### config.mk
export PLATFORM = sky130hd
export DESIGN_NAME = pswc_top
export DESIGN_NICKNAME = d
export VERILOG_FILES = /design/src/logic/pswc_pkg.sv /design/src/logic/pswc_fan_loop.sv /design/src/logic/pswc_switch_timer.sv /design/src/logic/pswc_top.sv
export VERILOG_INCLUDE_DIRS = /design/src /design/src/logic
export SDC_FILE = /design/constraint.sdc
export NUM_CORES = 1
export LEC_CHECK = 0
export BUFFER_PORTS_ARGS = -buffer_cell sky130_fd_sc_hd__buf_2
export CAP_MARGIN = 25
export CORE_MARGIN = 5
export CORE_UTILIZATION = 40
export CTS_BUF_LIST = sky130_fd_sc_hd__clkbuf_8
export CTS_CLUSTER_DIAMETER = 80
export DETAILED_ROUTE_END_ITERATION = 12
export PLACE_DENSITY_LB_ADDON = 0.08
export REMOVE_ABC_BUFFERS = 1
export SLEW_MARGIN = 20
export SYNTH_ARGS = -nofsm -noshare
export SYNTH_HDL_FRONTEND = slang
export SYNTH_HIERARCHICAL = 1
export SYNTH_SLANG_ARGS = --single-unit
### constraint.sdc
create_clock -name core_clk -period 5.9 [get_ports core_clk]
set_input_delay 1.18 -clock core_clk [delete_from_list [all_inputs] [get_ports core_clk]]
set_output_delay 1.18 -clock core_clk [all_outputs]
set_load 0.02 [all_outputs]
### src/logic/pswc_defines.svh
// timing counts and reset values for the power state and wake controller
`ifndef PSWC_DEFINES_SVH
`define PSWC_DEFINES_SVH
`define PSWC_CLK_HZ 40000000
`define PSWC_LONG_PRESS_S 4
`define PSWC_LONG_PRESS_CYC (`PSWC_LONG_PRESS_S * `PSWC_CLK_HZ)
`define PSWC_DEBOUNCE_US 10000
`define PSWC_DEBOUNCE_CYC ((`PSWC_DEBOUNCE_US * (`PSWC_CLK_HZ / 1000000)))
`define PSWC_BLINK_MS 500
`define PSWC_BLINK_CYC (`PSWC_BLINK_MS * (`PSWC_CLK_HZ / 1000))
`define PSWC_TACH_WIN_MS 1000
`define PSWC_TACH_WIN_CYC (`PSWC_TACH_WIN_MS * (`PSWC_CLK_HZ / 1000))
`define PSWC_DUTY_RST 8'h80
`define PSWC_DUTY_STEP 8'h04
`endif

### src/logic/pswc_pkg.sv
// types for the power state and wake controller
package pswc_pkg;
  // sleep state, gray order along the usual path
  typedef enum logic [2:0] {
    PSWC_S0 = 3'h0,
    PSWC_S1 = 3'h1,
    PSWC_S3 = 3'h3,
    PSWC_S4 = 3'h2,
    PSWC_S5 = 3'h6
  } pswc_state_t;

  typedef struct packed {
    logic lan;
    logic pme;
    logic pcie_wake;
    logic rtc_alarm;
    logic serial;
    logic usb;
    logic ps2_any;
    logic ps2_power_key;
  } pswc_wake_t;

  typedef struct packed {
    logic pme_en;
    logic pcie_wake_en;
    logic ps2_s5_key_en;
  } pswc_cfg_t;

  typedef enum logic [1:0] {
    PSWC_PRESS_NONE = 2'h0,
    PSWC_PRESS_SHORT = 2'h1,
    PSWC_PRESS_LONG = 2'h3
  } pswc_press_t;
endpackage

### src/logic/pswc_fan_loop.sv
// closed-loop fan duty control from tachometer pulses
`timescale 1ns/10ps
`include "pswc_defines.svh"
module pswc_fan_loop #(
  parameter int unsigned WIN_CYC = `PSWC_TACH_WIN_CYC
) (
  input wire logic core_clk,
  input wire logic srst,
  input wire logic run,
  input wire logic tach,
  input wire logic [15:0] target_rpm_cnt,
  output logic pwm,
  output logic [15:0] tach_count
);
  typedef struct packed {
    logic tach_q;
    logic [31:0] win;
    logic [15:0] pulses;
    logic [15:0] last;
    logic [7:0] duty;
    logic [7:0] phase;
    logic pwm;
  } pswc_fan_st_t;

  pswc_fan_st_t st;
  pswc_fan_st_t next_st;

  always_comb begin
    next_st = st;
    next_st.tach_q = tach;
    next_st.phase = st.phase + 8'h1;
    next_st.pwm = run && (st.phase < st.duty);
    if (tach && !st.tach_q) begin
      next_st.pulses = st.pulses + 16'h1;
    end
    if (st.win >= WIN_CYC - 1) begin
      next_st.win = 32'h0;
      next_st.pulses = 16'h0;
      next_st.last = st.pulses;
      // speed feedback steers duty
      if (st.pulses < target_rpm_cnt && st.duty <= 8'hff - `PSWC_DUTY_STEP) begin
        next_st.duty = st.duty + `PSWC_DUTY_STEP;
      end else if (st.pulses > target_rpm_cnt && st.duty >= `PSWC_DUTY_STEP) begin
        next_st.duty = st.duty - `PSWC_DUTY_STEP;
      end
    end else begin
      next_st.win = st.win + 32'h1;
    end
    if (!run) begin
      next_st.duty = `PSWC_DUTY_RST;
    end
  end

  always_ff @(posedge core_clk) begin
    if (srst) begin
      st <= '{duty: `PSWC_DUTY_RST, default: '0};
    end else begin
      st <= next_st;
    end
  end

  assign pwm = st.pwm;
  assign tach_count = st.last;
endmodule

### src/logic/pswc_switch_timer.sv
// power switch debounce and press length measurement
`timescale 1ns/10ps
`include "pswc_defines.svh"
module pswc_switch_timer #(
  parameter int unsigned LONG_CYC = `PSWC_LONG_PRESS_CYC,
  parameter int unsigned DEB_CYC = `PSWC_DEBOUNCE_CYC
) (
  input wire logic core_clk,
  input wire logic srst,
  input wire logic sw_pressed,
  output pswc_pkg::pswc_press_t press
);
  typedef struct packed {
    logic stable;
    logic [19:0] deb;
    logic [31:0] held;
    logic long_done;
    pswc_pkg::pswc_press_t press;
  } pswc_sw_st_t;

  pswc_sw_st_t st;
  pswc_sw_st_t next_st;

  always_comb begin
    next_st = st;
    next_st.press = pswc_pkg::PSWC_PRESS_NONE;
    // debounce: level must hold for the whole window
    if (sw_pressed == st.stable) begin
      next_st.deb = 20'h0;
    end else if (st.deb >= 20'(DEB_CYC - 1)) begin
      next_st.deb = 20'h0;
      next_st.stable = sw_pressed;
    end else begin
      next_st.deb = st.deb + 20'h1;
    end
    if (st.stable) begin
      if (!st.long_done && st.held >= LONG_CYC - 1) begin
        next_st.long_done = 1'b1;
        next_st.press = pswc_pkg::PSWC_PRESS_LONG;
      end else if (!st.long_done) begin
        next_st.held = st.held + 32'h1;
      end
      if (!next_st.stable) begin
        if (!st.long_done && next_st.press == pswc_pkg::PSWC_PRESS_NONE) begin
          next_st.press = pswc_pkg::PSWC_PRESS_SHORT;
        end
        next_st.held = 32'h0;
        next_st.long_done = 1'b0;
      end
    end
  end

  always_ff @(posedge core_clk) begin
    if (srst) begin
      st <= '0;
    end else begin
      st <= next_st;
    end
  end

  assign press = st.press;
endmodule

### src/logic/pswc_top.sv
// power state and wake controller top
// Functional notes
// - short press toggles off/on, wakes sleep
// - long press forces soft off
// - wake sources qualified per sleep state
// - serial wakes only from S1, S3
// - usb wakes from S1, S3
// - usb power removed in S4, S5
// - any ps2 activity wakes S1, S3
// - S4/S5 ps2 wake needs special key
// - pme wakes only when enabled
// - pcie wake line has enable option
// - S5 wakes work after power restored
// - fan on in S0
// - fan off when off or S1-S5
// - fan speed follows tachometer feedback
// - S3 drops drives and fan, blinks led
// - wake from S3 resumes saved context
// - lan wake packet request powers up
// - standby led lit while standby present
`timescale 1ns/10ps
`include "pswc_defines.svh"
module pswc_top #(
  parameter int unsigned LONG_CYC = `PSWC_LONG_PRESS_CYC,
  parameter int unsigned DEB_CYC = `PSWC_DEBOUNCE_CYC,
  parameter int unsigned BLINK_CYC = `PSWC_BLINK_CYC,
  parameter int unsigned WIN_CYC = `PSWC_TACH_WIN_CYC
) (
  input wire logic core_clk,
  input wire logic srst,
  input wire logic standby_ok,
  input wire logic power_switch,
  input wire pswc_pkg::pswc_wake_t wake_req,
  input wire pswc_pkg::pswc_cfg_t cfg,
  input wire logic sleep_req,
  input wire pswc_pkg::pswc_state_t sleep_target,
  input wire logic fan_tach,
  input wire logic [15:0] fan_target,
  output pswc_pkg::pswc_state_t sys_state,
  output logic main_power_on,
  output logic resume_ctx,
  output logic drive_power_on,
  output logic usb_power_on,
  output logic fan_on,
  output logic fan_pwm,
  output logic [15:0] fan_speed,
  output logic front_led,
  output logic standby_led,
  output logic wake_event
);
  // ==========================================================
  // state record
  typedef struct packed {
    pswc_pkg::pswc_state_t state;
    logic resume;
    logic wake;
    logic [31:0] blink_cnt;
    logic blink;
    logic main_pwr;
    logic drive_pwr;
    logic usb_pwr;
    logic fan;
    logic led;
    logic sb_led;
  } pswc_top_st_t;

  pswc_top_st_t st;
  pswc_top_st_t next_st;
  pswc_pkg::pswc_press_t press;
  logic fan_pwm_w;
  logic [15:0] fan_speed_w;
  logic wake_hit;

  // ==========================================================
  // wake qualification per source and state
  function automatic logic pswc_is_shallow(input pswc_pkg::pswc_state_t s);
    pswc_is_shallow = (s == pswc_pkg::PSWC_S1) || (s == pswc_pkg::PSWC_S3);
  endfunction

  function automatic logic pswc_is_deep(input pswc_pkg::pswc_state_t s);
    pswc_is_deep = (s == pswc_pkg::PSWC_S4) || (s == pswc_pkg::PSWC_S5);
  endfunction

  function automatic logic pswc_wake_ok(input pswc_pkg::pswc_state_t s,
                                        input pswc_pkg::pswc_wake_t w,
                                        input pswc_pkg::pswc_cfg_t c);
    logic sleeping;
    logic ps2_ok;
    sleeping = pswc_is_shallow(s) || pswc_is_deep(s);
    ps2_ok = pswc_is_shallow(s) ? (w.ps2_any || w.ps2_power_key)
           : (c.ps2_s5_key_en && w.ps2_power_key);
    pswc_wake_ok = sleeping && (w.lan
                 || (w.pme && c.pme_en)
                 || (w.pcie_wake && c.pcie_wake_en)
                 || ps2_ok)
                 || (pswc_is_deep(s) && w.rtc_alarm)
                 || (pswc_is_shallow(s) && w.serial)
                 || (pswc_is_shallow(s) && w.usb);
  endfunction

  assign wake_hit = pswc_wake_ok(st.state, wake_req, cfg);

  // ==========================================================
  // submodules
  pswc_switch_timer #(
    .LONG_CYC(LONG_CYC),
    .DEB_CYC(DEB_CYC)
  ) u_switch (
    .core_clk(core_clk),
    .srst(srst),
    .sw_pressed(power_switch),
    .press(press)
  );

  pswc_fan_loop #(
    .WIN_CYC(WIN_CYC)
  ) u_fan (
    .core_clk(core_clk),
    .srst(srst),
    .run(st.fan),
    .tach(fan_tach),
    .target_rpm_cnt(fan_target),
    .pwm(fan_pwm_w),
    .tach_count(fan_speed_w)
  );

  // ==========================================================
  // state transitions
  always_comb begin
    next_st = st;
    next_st.wake = 1'b0;
    // state is held in standby logic; S5 survives power loss
    unique case (st.state)
      pswc_pkg::PSWC_S0: begin
        if (press == pswc_pkg::PSWC_PRESS_SHORT || press == pswc_pkg::PSWC_PRESS_LONG) begin
          next_st.state = pswc_pkg::PSWC_S5;
          next_st.resume = 1'b0;
        end else if (sleep_req && sleep_target != pswc_pkg::PSWC_S0) begin
          next_st.state = sleep_target;
          next_st.resume = 1'b0;
        end
      end
      pswc_pkg::PSWC_S1, pswc_pkg::PSWC_S3, pswc_pkg::PSWC_S4: begin
        if (press == pswc_pkg::PSWC_PRESS_LONG) begin
          next_st.state = pswc_pkg::PSWC_S5;
        end else if (press == pswc_pkg::PSWC_PRESS_SHORT || wake_hit) begin
          next_st.state = pswc_pkg::PSWC_S0;
          next_st.wake = 1'b1;
          next_st.resume = (st.state != pswc_pkg::PSWC_S4);
        end
      end
      pswc_pkg::PSWC_S5: begin
        if (press == pswc_pkg::PSWC_PRESS_SHORT || wake_hit) begin
          next_st.state = pswc_pkg::PSWC_S0;
          next_st.wake = 1'b1;
          next_st.resume = 1'b0;
        end
      end
      default: begin
        next_st.state = pswc_pkg::PSWC_S5;
      end
    endcase

    // blink timer runs only in S3
    if (next_st.state == pswc_pkg::PSWC_S3) begin
      if (st.blink_cnt >= BLINK_CYC - 1) begin
        next_st.blink_cnt = 32'h0;
        next_st.blink = !st.blink;
      end else begin
        next_st.blink_cnt = st.blink_cnt + 32'h1;
      end
    end else begin
      next_st.blink_cnt = 32'h0;
      next_st.blink = 1'b0;
    end

    // outputs from the next state so they track it on the same edge
    next_st.main_pwr = (next_st.state == pswc_pkg::PSWC_S0)
                    || (next_st.state == pswc_pkg::PSWC_S1);
    next_st.drive_pwr = next_st.main_pwr;
    next_st.fan = (next_st.state == pswc_pkg::PSWC_S0);
    next_st.usb_pwr = !pswc_is_deep(next_st.state);
    next_st.led = (next_st.state == pswc_pkg::PSWC_S3) ? next_st.blink
                : next_st.main_pwr;
    next_st.sb_led = standby_ok;
  end

  always_ff @(posedge core_clk) begin
    if (srst) begin
      st <= '{state: pswc_pkg::PSWC_S5, usb_pwr: 1'b0, default: '0};
    end else begin
      st <= next_st;
    end
  end

  // ==========================================================
  // outputs
  assign sys_state = st.state;
  assign main_power_on = st.main_pwr;
  assign resume_ctx = st.resume;
  assign drive_power_on = st.drive_pwr;
  assign usb_power_on = st.usb_pwr;
  assign fan_on = st.fan;
  assign fan_pwm = fan_pwm_w;
  assign fan_speed = fan_speed_w;
  assign front_led = st.led;
  assign standby_led = st.sb_led;
  assign wake_event = st.wake;
endmodule

* Word level (Yosys, flattened, before mapping)
Cells that the tools add are included.
Word-level totals: register bits after elaboration 181, input port bits 36, logic and storage cells 132
Operators by class: add/sub/neg operators 8, magnitude comparators 9, equal/unequal tests 19, multiplexer cells 23, bitwise logic cells 3, reduce and logical (&&, ||, !) cells 48
Operators by type and width (count):
- $add 32x1->32 const B | 3
- $mux 32 | 2
- $mux 35 | 1
- $ge 32x25->1 const B | 1
- $ge 32x26->1 const B | 1
- $ge 32x28->1 const B | 1
- $add 20x1->20 const B | 1
- $ge 20x19->1 const B | 1
- $add 16x1->16 const B | 1
- $gt 16x16->1 | 1
- $lt 16x16->1 | 1
- $mux 8 | 2
- $logic_and 1x1->1 | 14
- $logic_or 1x1->1 | 14
- $eq 3x2->1 const B | 4
- $mux 5 | 2
- $mux 3 | 3
- $pmux 3 s3 | 1
- $reduce_or 3->1 | 3
- $add 8x1->8 const B | 1
- $add 8x3->8 const B | 1
- $ge 8x3->1 const B | 1
- $le 8x8->1 const B | 1
- $lt 8x8->1 | 1
- other kinds (25) | 48

* Logic depth before layout (Yosys ltp)
Gate-level depths: netlist (run 1).
depth after elaboration 15, gate-level depth with buffers 10, depth with buffers taken out 9

* Cells and area by module
Netlist (run 1), hierarchy kept.
By module, submodules not included:
- pswc_fan_loop | times used 1, cells an instance 462, area each 3953.8 sq um, sequential area each 1601.5 sq um
- pswc_switch_timer | times used 1, cells an instance 311, area each 2682.6 sq um, sequential area each 1121.1 sq um
- pswc_top | times used 1, cells an instance 218, area each 2194.6 sq um, sequential area each 860.8 sq um

* Least setup slack after synthesis (run 1)
No wires, ideal clock.
path type input port to flip-flop, start point in fan_target[11], end point reg u_fan/st[16] (netlist bit), data arrival time 3.190 ns, required time 5.777 ns, setup slack 2.587 ns, stages on the path 9, path buffers 0, cell sequence inv_1 > ha_1 > a21oi_1 > o21a_1 > o22ai_1 > o41ai_1 > nor2_1 > a22oi_1 > mux2_1
On the way: word-level cells in the longest chain between the ends 4, elaborated cells on any way between the ends 7, those cells by class 2 x order compare; 1 x mux; 4 x reduce/logical
Ends and longest elaborated chain:
- from (decl) | RTL line pswc_top.sv:38 | input wire logic [15:0] fan_target,
- $gt 16x16->1 / $lt 16x16->1 (equally long branches) | RTL line pswc_fan_loop.sv:43, pswc_fan_loop.sv:41
- $logic_and 1x1->1 (no source line)
- $reduce_bool 2->1 (no source line)
- $reduce_and 2->1 (no source line)
- to (signal assigned) | RTL line pswc_fan_loop.sv:58 | st <= next_st;
- to (decl) | RTL line pswc_fan_loop.sv:25 | pswc_fan_st_t st;
Several ways; a longest one is shown, not always the timed one. A chain may end at the register's enable or synchronous reset.

* Final worst setup path (run 1)
Ends and elaborated chain as after synthesis.

==> run_results.csv, run 1 <==
group,metric,value,unit
detailed_routing,remaining_drc_errors,0,
yosys,synthSimpleGateAreaFrac,0.287,
critical_path,arrival,3.39,ns
detailed_routing,met2WireLength,8.36,mm
yosys,synth_seq_cells,179,
detailed_routing,ant_nets,0,
power_and_ir_drop,peakVddDrop,0.000167,V
yosys,synth_top_area_share,0.406,
floorplan,start_util,0.406,
detailed_routing,postRouteWirelength,18.8,mm
yosys,seq_area_frac_synth,0.406,
place,routabilityCongestion,0.787,
critical_path,critPathLaunch,"fan_target[11]",
grt,track_usage,0.154,
yosys,synth_edf_count,0,
yosys,synth_area_leaders,"dfxtp_1 (41%), xor2_1 (4.4%), nor2_1 (4.3%)",
cts,clockBufferDepth,2,
yosys,syn_area,0.00883,mm2
detailed_routing,met3WireLength,660,um
detailed_routing,highest_layer,"met4",
min_path,holdCritPathClass,"register to register",
sta,max_freq,328,MHz
critical_path,path_max_fanout,6,
yosys,synthMuxAreaShare,0.00468,
cts,root_buffer,"clkbuf_8",
critical_path,end_kind,"register",
cells_and_area,diodes,0,
floorplan,dieArea,0.0251,mm2
power_and_ir_drop,p_leak,3.61,nW
power_and_ir_drop,p_sw_frac,0.290,
sta,rsz0062_at_grt,"no",
detailed_routing,drt-met1-wl,9.44,mm
cells_and_area,final_core_util,0.443,
power_and_ir_drop,power_frac_comb,0.130,
job,cap_violations,0,
place,dpl_worst_slack,2.09,ns
sta,setup_tns,0,ns
yosys,synth_xor_area_frac,0.0843,
grt,grt_max_degree,44,
power_and_ir_drop,pwr-share-clk,0.347,
place,place_hpwl,13.1,mm
detailed_routing,vias,6783,
yosys,synthAdderAreaFrac,0.0425,
critical_path,cp.required,6.24,ns
critical_path,path_class,"input port to register",
sta,fin_ws,2.85,ns
floorplan,core,0.0218,mm2
sta,skew,0.0157,ns
sta,finalHoldViolCount,0,
detailed_routing,dr.first_iter.drc_count,262,
grt,grt-ovfl-total,0,
power_and_ir_drop,total_power,0.00244,W
power_and_ir_drop,p_seq_frac,0.523,
power_and_ir_drop,power.internal,0.00174,W
floorplan,io-pin-count,64,
cells_and_area,drive_above_1_share,0.163,
floorplan,dieWidth,159,um
cts,post_cts_buffers,0,
grt,antenna_found_initial,0,
grt,grt_pass1_wl,31.8,mm
yosys,yosys_warnings,6,
cells_and_area,area_growth,9.03,%
cells_and_area,nets,1099,
yosys,synth_top_area_cell,"dfxtp_1",
critical_path,endpoint,"u_fan/st[16]",
detailed_routing,dr.pass1.iters,5,
sta,max_slew.worst_pin.slew,0.730,ns
critical_path,reg2reg_depth,8,
cts,cts_sinks,179,
power_and_ir_drop,p_per_area,254,mW/mm2
yosys,synth_ff_type,"dfxtp_1",
cts,cts_made_buffers,17,
cts,path_clk_slew,0.09,ns
critical_path,r2r_end,"u_switch/st[32]",
sta,slew_violations,0,
sta,slew_headroom,0.508,
grt,grt_pass1_vias,6471,
detailed_routing,routed_via_density,5.12,
yosys,synth.avg_cell_area,8.91,um2
yosys,yosysUniqueCellTypes,83,
sta,setup_viol,0,
yosys,synthArstFlopShare,0,
sta,finalCritPeriodShare,0.517,
cts,htree_levels,4,
yosys,synth_compound_area_frac,0.115,
floorplan,die_h,159,um
critical_path,critical_path.cell_chain,"buf_2 > inv_1 > ha_1 > a21oi_1 > o21a_1 > o22ai_1 > o41ai_2 > nor2_1 > a22oi_1 > mux2_1",
critical_path,slowest_stage,"o41ai_2",
sta,whs,0.448,ns
yosys,syn_inst,991,
detailed_routing,wl_per_cell,14.2,um
cts,cts_hold_buf,0,
critical_path,crit_path_start_kind,"input port",
floorplan,std_cell_rows,54,
cts,cts_resized,0,
cells_and_area,fill_cells,2248,
place,port_buffers,63,
critical_path,max_stage_delay,0.71,ns
power_and_ir_drop,p_sw,0.000708,W
run_status,status,"complete, no violations",
sta,layout_min_cycle_time,3.05,ns
critical_path,rr_startpoint,"u_switch/st[26]",
yosys,synth_top_family_by_area,"simple AND/OR/NAND/NOR gates",
cts,cts_tree,"built",
critical_path,r2r_slack,2.98,ns
cts,worstSkewPairLatency,0.45,ns
## registers in the layout, indices dropped and copies added, names as in the netlist
signal,flops
drive_power_on,1
fan_on,1
front_led,1
resume_ctx,1
st,33
standby_led,1
sys_state,3
u_fan/pwm,1
u_fan/st,63
u_fan/tach_count,16
u_switch/press,2
u_switch/st,54
usb_power_on,1
wake_event,1
## per-stage QoR
stage	instance area, um2	cells
after global routing	9630	1325
after global placement	9190	1291
final	9630	1325
after CTS	9610	1324
after floorplan	8490	943
after detailed placement	9220	1293
## power by group through the flow
stage | registers (W) | clock network, W | logic [W]
6_report | 0.00128 | 0.000847 | 0.000317
5_1_grt | 0.00129 | 0.000943 | 0.000346
4_1_cts | 0.00128 | 0.000884 | 0.000311
3_5_place_dp | 0.00131 | 0 | 0.000310
3_3_place_gp | 0.00131 | 0 | 0.000307
2_1_floorplan | 0.00133 | 0 | 0.000172
## cells in the mapped netlist (7+ instances only)
master / instances
a21o_1: 14
nand3_1: 45
inv_1: 38
xor2_1: 44
nor4_1: 18
ha_1: 30
clkbuf_1: 9
or3_1: 10
nor3_1: 31
a211o_1: 12
buf_6: 7
nand4_1: 21
o21ai_0: 14
buf_2: 15
and4_1: 7
or2_2: 12
nand2_1: 87
and3_1: 24
nand2b_1: 8
dfxtp_1: 179
buf_4: 24
xnor2_1: 41
nor2_1: 101
and2_1: 10
nor2b_1: 14
a21oi_1: 48
nor4_2: 22
## worst max-delay path: cells and delay by family
kind / cells / cell delay [ns]
buf+inv: 2 / 0.12
mux: 1 / 0.35
fa+ha+maj: 1 / 0.30
compound gates: 5 / 1.32
simple gates: 1 / 0.13
## layout by cell type (no fill, tap or decap), types with 14 or more instances in the layout
| cell type | instances |
|---|---|
| a21o_1 | 14 |
| inv_1 | 39 |
| dfxtp_1 | 179 |
| nor4_2 | 22 |
| nor2_1 | 101 |
| nand2_1 | 87 |
| nor3_1 | 31 |
| xor2_1 | 44 |
| nor2b_1 | 14 |
| clkbuf_8 | 17 |
| o21ai_0 | 14 |
| and3_1 | 24 |
| ha_1 | 30 |
| nand4_1 | 21 |
| xnor2_1 | 41 |
| a21oi_1 | 48 |
| buf_2 | 63 |
| nor4_1 | 18 |
| nand3_1 | 45 |
| conb_1 | 14 |
## layout make-up
class,instances,area (um2),area share
flip-flops and latches,179,3580,0.372
clock inverters,14,154,0.0160
well taps,280,350,0.0364
multi-input cells,726,4770,0.495
clock buffers,17,234,0.0243
repair buffers,71,394,0.0409
inverters,38,143,0.0148
## routing by layer
layer  vias up  track usage
li1       3529            -
met1      3125        0.211
met2       107        0.245
met3        22       0.0299
met4         0       0.0483
met5         -            0
## kinds of logic after synthesis
| group | count (synthesis) |
|---|---|
| and+or+nand+nor | 452 |
| DFF | 179 |
| AOI/OAI and AO/OA | 141 |
| adders and majority gates | 30 |
| xor gates and xnor gates | 85 |
| muxes | 4 |
| other | 3 |
| buffers and inverters | 97 |
## worst min path at each step
stage	slack, ns	endpoint	cells after the start	start
after global placement	0.43	u_fan/st[1]	1	u_fan/st[1]
after global routing	0.47	u_fan/tach_count[15]	2	u_fan/tach_count[15]
after floorplan	0.41	u_fan/st[1]	1	u_fan/st[1]
after CTS	0.45	u_switch/st[35]	1	u_switch/st[35]
after detailed placement	0.44	u_switch/st[35]	1	u_switch/st[35]
final	0.45	u_switch/st[35]	1	u_switch/st[35]
(Power assumes the default switching activity.)
==> inputs of run 2 (changes only) <==
==> constraint.sdc (replaced) <==
create_clock -name core_clk -period 3 [get_ports core_clk]
set_input_delay 0.6 -clock core_clk [delete_from_list [all_inputs] [get_ports core_clk]]
set_output_delay 0.6 -clock core_clk [all_outputs]
set_load 0.02 [all_outputs]
==> run_results.csv, run 2 (same netlist as run 1, synthesis figures left out) <==
group,metric,value,unit
cells_and_area,reg_top3,"u_fan/st: 63 flops, u_switch/st: 54 flops, st: 33 flops",
detailed_routing,dr.pass1.iters,4,
critical_path,path_buf_inv,0,
cts,worstSkewPairLatency,0.46,ns
power_and_ir_drop,peakVddDrop,0.000259,V
cells_and_area,largest_reg_flops,63,
floorplan,core,0.0218,mm2
sta,skew,0.0170,ns
grt,grt-ovfl-total,0,
min_path,holdCritPathClass,"input port to register",
place,routabilityCongestion,0.790,
cells_and_area,stdcell_count,1340,
sta,max_freq,387,MHz
run_status,status,"complete, no violations",
floorplan,dieWidth,159,um
sta,whs,0.344,ns
detailed_routing,routed_via_density,5.09,
critical_path,path_max_fanout,6,
critical_path,crit_family,"simple AND/OR/NAND/NOR gates",
sta,setup_tns,0,ns
grt,track_usage,0.156,
critical_path,slowest_stage,"or4_2",
cells_and_area,area_growth,9.69,%
cts,cts_sinks,179,
floorplan,die_h,159,um
cells_and_area,diodes,0,
sta,finalHoldViolCount,0,
power_and_ir_drop,p_leak,3.66,nW
sta,slew_headroom,0.571,
power_and_ir_drop,p_per_area,484,mW/mm2
floorplan,std_cell_rows,54,
cts,cts_hold_buf,0,
place,dpl.cell_count,1308,
cts,cts_resized,0,
cells_and_area,drive_above_1_share,0.171,
sta,finalCritPeriodShare,0.860,
critical_path,arrival,2.98,ns
critical_path,critical_path.cell_chain,"or2_2 > a31oi_1 > o22ai_1 > o21ai_0 > nand4b_1 > or4_2 > a21oi_1",
critical_path,max_stage_delay,0.69,ns
detailed_routing,wl_per_cell,14.0,um
place,place_area,0.00933,mm2
cts,cts_made_buffers,17,
critical_path,critPathLaunch,"u_switch/st[14]",
floorplan,io-pin-count,64,
detailed_routing,dr.first_iter.drc_count,244,
detailed_routing,vias,6821,
cts,root_buffer,"clkbuf_8",
critical_path,path_class,"register to register",
min_path,hold_start,"standby_ok",
cts,post_cts_buffers,0,
critical_path,rr_startpoint,"u_switch/st[14]",
cells_and_area,fin_area,0.00969,mm2
cells_and_area,nets,1113,
cts,htree_levels,4,
sta,rsz0062_at_grt,"no",
cells_and_area,final_common_cell,"dfxtp_1",
detailed_routing,remaining_drc_errors,0,
cts,path_clk_slew,0.10,ns
detailed_routing,ant_nets,0,
sta,layout_min_cycle_time,2.58,ns
cells_and_area,final_cell_mix,"dfxtp_1 (179), nor2_1 (101), nand2_1 (87), buf_2 (63), a21oi_1 (48)",
critical_path,crit_path_start_kind,"register",
job,cap_violations,0,
critical_path,cp.required,3.40,ns
place,port_buffers,63,
grt,antenna_found_initial,0,
cells_and_area,regMostFlops,"u_fan/st",
sta,max_slew.worst_pin.slew,0.644,ns
detailed_routing,postRouteWirelength,18.8,mm
cts,clockBufferDepth,2,
cts,cts_tree,"built",
sta,setup_viol,0,
grt,grt_pass1_vias,6641,
grt,grt_max_degree,27,
place,place_hpwl,13.3,mm
critical_path,end_kind,"register",
power_and_ir_drop,total_power,0.00469,W
sta,slew_violations,0,
grt,grt_pass1_wl,32.1,mm
floorplan,start_util,0.406,
floorplan,dieArea,0.0251,mm2
[run 2: cell types whose count changed in the layout (fill, tap and decap cells not counted), moves of 2 or more]
cell,previous run,this run
buf_4,5,21
inv_1,39,42
inv_6,4,1
buf_8,2,0
clkinvlp_4,3,5
[run 2: layout make-up]
| cell class | instances | area, um2 |
|---|---|---|
| clock buffers | 17 | 234 |
| clock inverters | 15 | 121 |
| fillers | 2214 | 12100 |
| inverters | 38 | 143 |
| multi-input cells | 726 | 4760 |
| flip-flops and latches | 179 | 3580 |
| well taps | 280 | 350 |
| repair buffers | 85 | 493 |
[run 2: worst paths after layout]
check	to	cells past startpoint	slack, ns
hold / removal	standby_led	2	0.34
setup / recovery	u_switch/st[17]	7	0.42
hold reg to reg	u_fan/st[1]	1	0.45
setup reg to reg	u_switch/st[17]	7	0.42
[run 2: routing by layer]
metal  wire length [um]  track usage  vias to the layer above
li1                   -            -                     3568
met1               9290        0.211                     3148
met2               8580        0.254                       93
met3                728       0.0307                       12
met4                204       0.0439                        0
met5                  0            0                        -
[run 2: through the flow]
step | util | worst slack (ns)
final | 0.445 | 0.419
after floorplan | - | 0.267
after global routing | 0.445 | 0.226
after global placement | 0.429 | 0.178
after detailed placement | 0.429 | 0.122
after CTS | 0.445 | 0.440
[run 2: power breakdown]
group	internal (W)	switching, W	total [W]	leakage (nW)
clock	0.000649	0.000891	0.00154	0.181
sequential	0.00244	0.0000681	0.00251	1.45
combinational	0.000234	0.000403	0.000637	2.03
total	0.00333	0.00136	0.00469	3.66
